## src/etps_pkg.sv

```systemverilog
// Package with constants and types for the external trigger position sequencer
package etps_pkg;

  // Position setting encodings
  localparam logic POS_BEFORE_SAMPLING = 1'b0;
  localparam logic POS_BEFORE_SETUP = 1'b1;
  // Event setting encodings
  localparam logic EVT_ON_SWEEP = 1'b0;
  localparam logic EVT_ON_POINT = 1'b1;
  // Polarity encodings
  localparam logic POL_FALLING = 1'b0;
  localparam logic POL_RISING = 1'b1;

  // Default point count width
  localparam int PNT_W_DEF = 16;

  typedef enum logic [2:0] {
    ST_IDLE,
    ST_WAIT_PRE_TUNE,
    ST_TUNE,
    ST_WAIT_PRE_ACQ,
    ST_ACQ,
    ST_ADVANCE
  } etps_state_t;

endpackage : etps_pkg

```

## src/etps_edge_det.sv

```systemverilog
// Trigger pin synchroniser and polarity-selectable edge detector
`timescale 1ns/100ps
module etps_edge_det
  import etps_pkg::*;
(
  input wire logic sys_clk_i,
  input wire logic rstn_i,
  input wire logic trig_pin_i,
  input wire logic pol_rising_i,
  output logic edge_o
);

  logic sync1_ff;
  logic sync2_ff;
  logic prev_ff;

  // ********************************
  // Synchroniser
  // ********************************
  always_ff @(posedge sys_clk_i or negedge rstn_i) begin
    if (!rstn_i) begin
      sync1_ff <= 1'b1;
      sync2_ff <= 1'b1;
    end else begin
      sync1_ff <= trig_pin_i;
      sync2_ff <= sync1_ff;
    end
  end

  always_ff @(posedge sys_clk_i or negedge rstn_i) begin
    if (!rstn_i) begin
      prev_ff <= 1'b1;
    end else begin
      prev_ff <= sync2_ff;
    end
  end

  // ********************************
  // Edge select
  // ********************************
  always_comb begin
    if (pol_rising_i == POL_RISING) begin
      edge_o = sync2_ff & ~prev_ff;
    end else begin
      edge_o = ~sync2_ff & prev_ff;
    end
  end

endmodule // etps_edge_det

```

## src/etps_sequencer.sv

```systemverilog
// Point sequencer that places the external trigger wait per position
`timescale 1ns/100ps
module etps_sequencer
  import etps_pkg::*;
#(
  parameter int PNT_W = PNT_W_DEF
) (
  input wire logic sys_clk_i,
  input wire logic rstn_i,
  input wire logic trig_pin_i,
  input wire logic pol_rising_i,
  input wire logic pos_setup_i,
  input wire logic evt_point_i,
  input wire logic arm_i,
  input wire logic [PNT_W-1:0] num_points_i,
  input wire logic tune_done_i,
  input wire logic acq_done_i,
  output logic tune_start_o,
  output logic acq_start_o,
  output logic waiting_o,
  output logic busy_o,
  output logic sweep_done_o,
  output logic [PNT_W-1:0] point_idx_o
);

  initial begin
    if (PNT_W < 1 || PNT_W > 32) begin
      $error("PNT_W out of range");
    end
  end

  etps_state_t state_ff;
  etps_state_t nxt_state;
  logic [PNT_W-1:0] idx_ff;
  logic [PNT_W-1:0] last_ff;
  logic first_ff;
  logic trig_edge;
  logic need_wait;
  logic last_pt;
  logic tune_start_ff;
  logic acq_start_ff;
  logic done_ff;

  // ********************************
  // Trigger edge detection
  // ********************************
  etps_edge_det u_edge (
    .sys_clk_i(sys_clk_i),
    .rstn_i(rstn_i),
    .trig_pin_i(trig_pin_i),
    .pol_rising_i(pol_rising_i),
    .edge_o(trig_edge)
  );

  // Trigger applies at every point, or only first point per sweep
  assign need_wait = (evt_point_i == EVT_ON_POINT) | first_ff;
  assign last_pt = (idx_ff == last_ff);

  // ********************************
  // State machine
  // ********************************
  always_comb begin
    nxt_state = state_ff;
    unique case (state_ff)
      ST_IDLE: begin
        if (arm_i) begin
          if (pos_setup_i == POS_BEFORE_SETUP) begin
            nxt_state = ST_WAIT_PRE_TUNE;
          end else begin
            nxt_state = ST_TUNE;
          end
        end
      end
      ST_WAIT_PRE_TUNE: begin
        if (trig_edge) begin
          nxt_state = ST_TUNE;
        end
      end
      ST_TUNE: begin
        if (tune_done_i) begin
          if (pos_setup_i == POS_BEFORE_SAMPLING && need_wait) begin
            nxt_state = ST_WAIT_PRE_ACQ;
          end else begin
            nxt_state = ST_ACQ;
          end
        end
      end
      ST_WAIT_PRE_ACQ: begin
        if (trig_edge) begin
          nxt_state = ST_ACQ;
        end
      end
      ST_ACQ: begin
        if (acq_done_i) begin
          nxt_state = ST_ADVANCE;
        end
      end
      ST_ADVANCE: begin
        if (last_pt) begin
          nxt_state = ST_IDLE;
        end else if (pos_setup_i == POS_BEFORE_SETUP &&
                     evt_point_i == EVT_ON_POINT) begin
          nxt_state = ST_WAIT_PRE_TUNE;
        end else begin
          nxt_state = ST_TUNE;
        end
      end
      default: nxt_state = ST_IDLE;
    endcase
  end

  // Edges outside wait states have no effect and are not stored
  always_ff @(posedge sys_clk_i or negedge rstn_i) begin
    if (!rstn_i) begin
      state_ff <= ST_IDLE;
    end else begin
      state_ff <= nxt_state;
    end
  end

  // ********************************
  // Point counter
  // ********************************
  always_ff @(posedge sys_clk_i or negedge rstn_i) begin
    if (!rstn_i) begin
      idx_ff <= '0;
      last_ff <= '0;
      first_ff <= 1'b1;
    end else if (state_ff == ST_IDLE && arm_i) begin
      idx_ff <= '0;
      last_ff <= (num_points_i == '0) ? '0 : num_points_i - 1'b1;
      first_ff <= 1'b1;
    end else if (state_ff == ST_ADVANCE) begin
      first_ff <= 1'b0;
      if (!last_pt) begin
        idx_ff <= idx_ff + 1'b1;
      end
    end
  end

  // ********************************
  // Stage strobes
  // ********************************
  always_ff @(posedge sys_clk_i or negedge rstn_i) begin
    if (!rstn_i) begin
      tune_start_ff <= 1'b0;
      acq_start_ff <= 1'b0;
      done_ff <= 1'b0;
    end else begin
      tune_start_ff <= (nxt_state == ST_TUNE) && (state_ff != ST_TUNE);
      acq_start_ff <= (nxt_state == ST_ACQ) && (state_ff != ST_ACQ);
      done_ff <= (state_ff == ST_ADVANCE) && last_pt;
    end
  end

  assign tune_start_o = tune_start_ff;
  assign acq_start_o = acq_start_ff;
  assign sweep_done_o = done_ff;
  assign point_idx_o = idx_ff;
  assign waiting_o = (state_ff == ST_WAIT_PRE_TUNE) ||
                     (state_ff == ST_WAIT_PRE_ACQ);
  assign busy_o = (state_ff != ST_IDLE);

  // ********************************
  // Assertions
  // ********************************
  property p_acq_after_tune;
    @(posedge sys_clk_i) disable iff (!rstn_i)
      acq_start_o |-> $past(state_ff == ST_TUNE, 1) ||
                      $past(state_ff == ST_WAIT_PRE_ACQ, 1);
  endproperty
  a_acq_after_tune: assert property (p_acq_after_tune)
    else $error("acquire started without tuning");

  property p_pre_acq_wait;
    @(posedge sys_clk_i) disable iff (!rstn_i)
      (state_ff == ST_TUNE && tune_done_i && pos_setup_i == POS_BEFORE_SAMPLING
       && first_ff) |=> state_ff == ST_WAIT_PRE_ACQ;
  endproperty
  a_pre_acq_wait: assert property (p_pre_acq_wait)
    else $error("no wait before acquisition");

  property p_advance_tune;
    @(posedge sys_clk_i) disable iff (!rstn_i)
      (state_ff == ST_ADVANCE && !last_pt && pos_setup_i == POS_BEFORE_SAMPLING)
      |=> state_ff == ST_TUNE && tune_start_o;
  endproperty
  a_advance_tune: assert property (p_advance_tune)
    else $error("next point not tuned directly");

  property p_pre_tune_trig;
    @(posedge sys_clk_i) disable iff (!rstn_i)
      (state_ff == ST_WAIT_PRE_TUNE && trig_edge) |=> ##[0:1] tune_start_o;
  endproperty
  a_pre_tune_trig: assert property (p_pre_tune_trig)
    else $error("trigger did not start tuning");

  property p_setup_no_wait;
    @(posedge sys_clk_i) disable iff (!rstn_i)
      (state_ff == ST_TUNE && tune_done_i && pos_setup_i == POS_BEFORE_SETUP)
      |=> state_ff == ST_ACQ;
  endproperty
  a_setup_no_wait: assert property (p_setup_no_wait)
    else $error("pre-tune mode waited before acquire");

  property p_sweep_later;
    @(posedge sys_clk_i) disable iff (!rstn_i)
      (evt_point_i == EVT_ON_SWEEP && !first_ff) |-> !waiting_o;
  endproperty
  a_sweep_later: assert property (p_sweep_later)
    else $error("per-sweep waited at later point");

  property p_wait_holds;
    @(posedge sys_clk_i) disable iff (!rstn_i)
      (waiting_o && !trig_edge) |=> waiting_o;
  endproperty
  a_wait_holds: assert property (p_wait_holds)
    else $error("left wait without trigger");

  property p_ignore_edge;
    @(posedge sys_clk_i) disable iff (!rstn_i)
      (((state_ff == ST_ACQ && !acq_done_i) ||
        (state_ff == ST_TUNE && !tune_done_i)) && trig_edge)
      |=> state_ff == $past(state_ff);
  endproperty
  a_ignore_edge: assert property (p_ignore_edge)
    else $error("stray edge changed the sequence");

  property p_edge_pol;
    @(posedge sys_clk_i) disable iff (!rstn_i)
      trig_edge |-> (u_edge.sync2_ff == pol_rising_i);
  endproperty
  a_edge_pol: assert property (p_edge_pol)
    else $error("edge of wrong polarity");

  c_pre_tune: cover property (@(posedge sys_clk_i) disable iff (!rstn_i)
    state_ff == ST_WAIT_PRE_TUNE ##1 state_ff == ST_TUNE);
  c_pre_acq: cover property (@(posedge sys_clk_i) disable iff (!rstn_i)
    state_ff == ST_WAIT_PRE_ACQ ##1 state_ff == ST_ACQ);
  c_done: cover property (@(posedge sys_clk_i) disable iff (!rstn_i)
    sweep_done_o);

endmodule // etps_sequencer

```

## config.mk

```make
export PLATFORM = sky130hd
export DESIGN_NAME = etps_sequencer
export DESIGN_NICKNAME = d
export VERILOG_FILES = /design/src/etps_pkg.sv /design/src/etps_edge_det.sv /design/src/etps_sequencer.sv
export SDC_FILE = /design/constraint.sdc
export NUM_CORES = 1
export LEC_CHECK = 0
export ABC_AREA = 1
export ABC_CLOCK_PERIOD_IN_PS = 1690
export BUFFER_PORTS_ARGS = -buffer_cell sky130_fd_sc_hd__clkbuf_2
export CAP_MARGIN = 20
export CORE_AREA = 2 2 83 85
export CTS_BUF_LIST = sky130_fd_sc_hd__clkbuf_2
export DETAILED_ROUTE_END_ITERATION = 10
export DIE_AREA = 0 0 85 87
export PLACE_DENSITY = 0.72
export SLEW_MARGIN = 30
export SYNTH_ARGS = -nofsm -noshare
export SYNTH_HDL_FRONTEND = slang
export SYNTH_SLANG_ARGS = --single-unit
```

## constraint.sdc

```tcl
create_clock -name sys_clk_i -period 1.69 [get_ports sys_clk_i]
set_clock_uncertainty 0.15 [all_clocks]
set_input_delay 0.169 -clock sys_clk_i [delete_from_list [all_inputs] [get_ports sys_clk_i]]
set_output_delay 0.169 -clock sys_clk_i [all_outputs]
set_load 0.1 [all_outputs]
```

==> flow_summary.ini <==
[global_route]
grt.total_usage_pct = 21.2
grt_pass1_wl_um = 12600
grt_max_degree = 43
overflow = 0
antenna_found_initial = 0
first_global_vias = 2874

[floorplan]
core_region_area_um2 = 6570
std_cell_rows = 30
fp.dieArea_um2 = 7400
ios = 46
start_util_pct = 43.1
die_h_um = 87
fp.dieW_um = 85

[clock_network]
clk_latency_ns = 0.45
htree_levels = 2
cts.sinks = 42
clockRootBuffer = clkbuf_2
cts_tree = done
numCtsBuffers = 5
clk_path_buf_depth = 2
clkTransAtPathRegs_ns = 0.28

[sta]
layout_min_cycle_time_ns = 1.82
grt_setup_unrepaired = true
hold_viol_final = 0
worstMarginPinSlew_ns = 0.540
setup_ws_ns = -0.129
fin_crit_sh_pct = 108
fmax_mhz = 550
finalSetupViolations = 18
setup_tns_ns = -1.14
slew_headroom_pct = 64.1
maxSlewViolCount = 0

[critical_path]
endpoint_kind = register
startpoint_type = register
r2r_slack_ns = -0.13
crit_type = register to register
r2r_cells = 9
cp_data_arrival_time_ns = 2.01
critPathMaxFanout = 5
cp.required_ns = 1.88

[final_layout]
area_growth_pct = 50.6
final_common_cell = nand2_1
fillCellCount = 511
diodes = 0
mostFrequentLayoutCells = nand2_1, inv_1, nor2_1
drive_above_1_share_pct = 38.5
final_nets = 545
stdcell_area_um2 = 4270

[status]
violations = setup timing
status = complete, but fails checks

[run]
timing.max_cap.violations = 0

[power]
power_leakage_nw = 2.05
powerDensity_nw_per_um2 = 1630
vdd.ir_drop.worst_v = 0.00206

[yosys]
ys.warnings.count = 0
yosysTopAreaCellShare_pct = 33.6
syn-num-nets = 437
synth_seq_cells = 42
ys_top_cells_by_area = dfrtp_1, nand2_1, nand3_1
synth_cell_type_count = 31
syn_area_um2 = 2830
syn_inst = 410
syn_area_per_cell_um2 = 6.91
synth_top_area_cell = dfrtp_1
yosysSeqAreaShare_pct = 37.3

[min_path]
worstHoldPathType = primary input to register
hold_depth = 4

[place]
routabilityCongestion = 0.924
pre_cts_ws_ns = -0.00442
portBuffers = 45
dpl-instance-area_um2 = 3450
hpwlAfterDp_um = 5430

[detailed_routing]
firstDrtPassIters = 7
first_iter_violations = 251
routed_wl_um = 8110
routedWlPerCell_um = 13.5
ant_nets = 0
drc = 0
vias = 3093
viasPerCell = 5.16
synthesized netlist by cell type:
master / number
nor3_1: 5
o21ai_1: 3
dfstp_2: 4
o22ai_1: 12
nor3_4: 1
buf_6: 1
inv_2: 11
buf_2: 3
ha_1: 2
buf_4: 3
dfrtp_1: 38
nor2_4: 2
a21oi_1: 1
a21oi_4: 1
nand4_1: 15
inv_1: 46
or2_2: 1
xor2_1: 16
nor2_1: 52
nand2_2: 2
nand2_1: 126
nand3b_1: 2
or2_1: 1
buf_12: 1
nor2_2: 3
nand2_4: 3
o21ai_0: 5
nand3_2: 4
xnor2_1: 2
nand3_1: 42
clkbuf_1: 2
power breakdown:
group / switching, mW / leakage (nW) / internal, mW
clock network: 0.347 / 0.0327 / 0.104
logic: 2.97 / 1.50 / 1.76
registers: 0.341 / 0.510 / 1.44
total: 3.66 / 2.05 / 3.31
cell families (layout without fill, tap and decap cells):
logic type,count (synthesis),in the layout,share of synthesized area [%]
adders and majority gates,2,2,0.883
xor gates and xnor gates,18,18,5.56
buffers and inverters,67,174,10.2
DFF,42,42,37.3
and+or+nand+nor,259,261,41.2
AOI/OAI and AO/OA,22,22,4.81
critical path, cell delays in order (launching register included):
cell,delay [ns]
dfrtp_4,0.57
nand2_2,0.07
nand2_2,0.06
nor2_2,0.13
nand2_2,0.08
nor2_4,0.15
nand2_4,0.12
buf_12,0.16
a21oi_4,0.17
inv_2,0.04
sequential cells by signal, indices dropped and copies added (netlist names):
signal / count
point_idx_o: 16
tune_start_o: 1
state_ff: 3
u_edge.sync1_ff: 1
u_edge.prev_ff: 1
u_edge.sync2_ff: 1
acq_start_o: 1
last_ff: 16
sweep_done_o: 1
first_ff: 1
metrics by stage:
step	hold slack [ns]	std cells	total power, mW	utilization, %
final	0.0177	599	6.97	65.0
after detailed placement	0.108	551	5.48	52.5
after global placement	0.107	551	5.42	52.5
after CTS	0.00287	582	6.40	59.6
after floorplan	-0.277	410	4.49	-
after global routing	0.0154	599	7.40	65.0
routing by layer:
metal,share of wire [%],up-vias,track usage (%)
met5,0,-,0
met4,3.0,0,6.49
met3,6.4,27,3.70
met2,50,137,38.6
met1,41,1407,25.7
li1,-,1522,-
path summary, 6_finish.rpt:
kind	start	to
max in group asynchronous	rstn_i	point_idx_o[2]
worst min register to register	u_edge.sync1_ff	u_edge.sync2_ff
worst max-delay path	point_idx_o[14]	state_ff[1]
worst min-delay path	num_points_i[7]	last_ff[7]
worst max register to register	point_idx_o[14]	state_ff[1]
min in group asynchronous	rstn_i	point_idx_o[6]
repair_timing:
| action | in CTS | in global routing |
|---|---|---|
| pin swaps | 3 | 30 |
| gates resized for setup | 38 | 61 |
| endpoints found under the hold margin | 61 | 0 |
| setup buffers | 2 | 14 |
| setup endpoints to repair | 35 | 52 |
| hold buffers | 21 | 0 |
| cloned | 0 | 3 |
area by class of cell:
| type | instances | area (µm²) | area share, % |
|---|---|---|---|
| Timing Repair Buffer | 109 | 1060 | 24.8 |
| Inverter | 57 | 218 | 5.10 |
| Clock inverter | 2 | 10.0 | 0.235 |
| Sequential cell | 42 | 1110 | 26.1 |
| Multi-Input combinational cell | 303 | 1740 | 40.7 |
| Tap cell | 80 | 100 | 2.35 |
| Clock buffer | 6 | 30.0 | 0.704 |
Note: power is estimated with default switching activity, not from simulation.
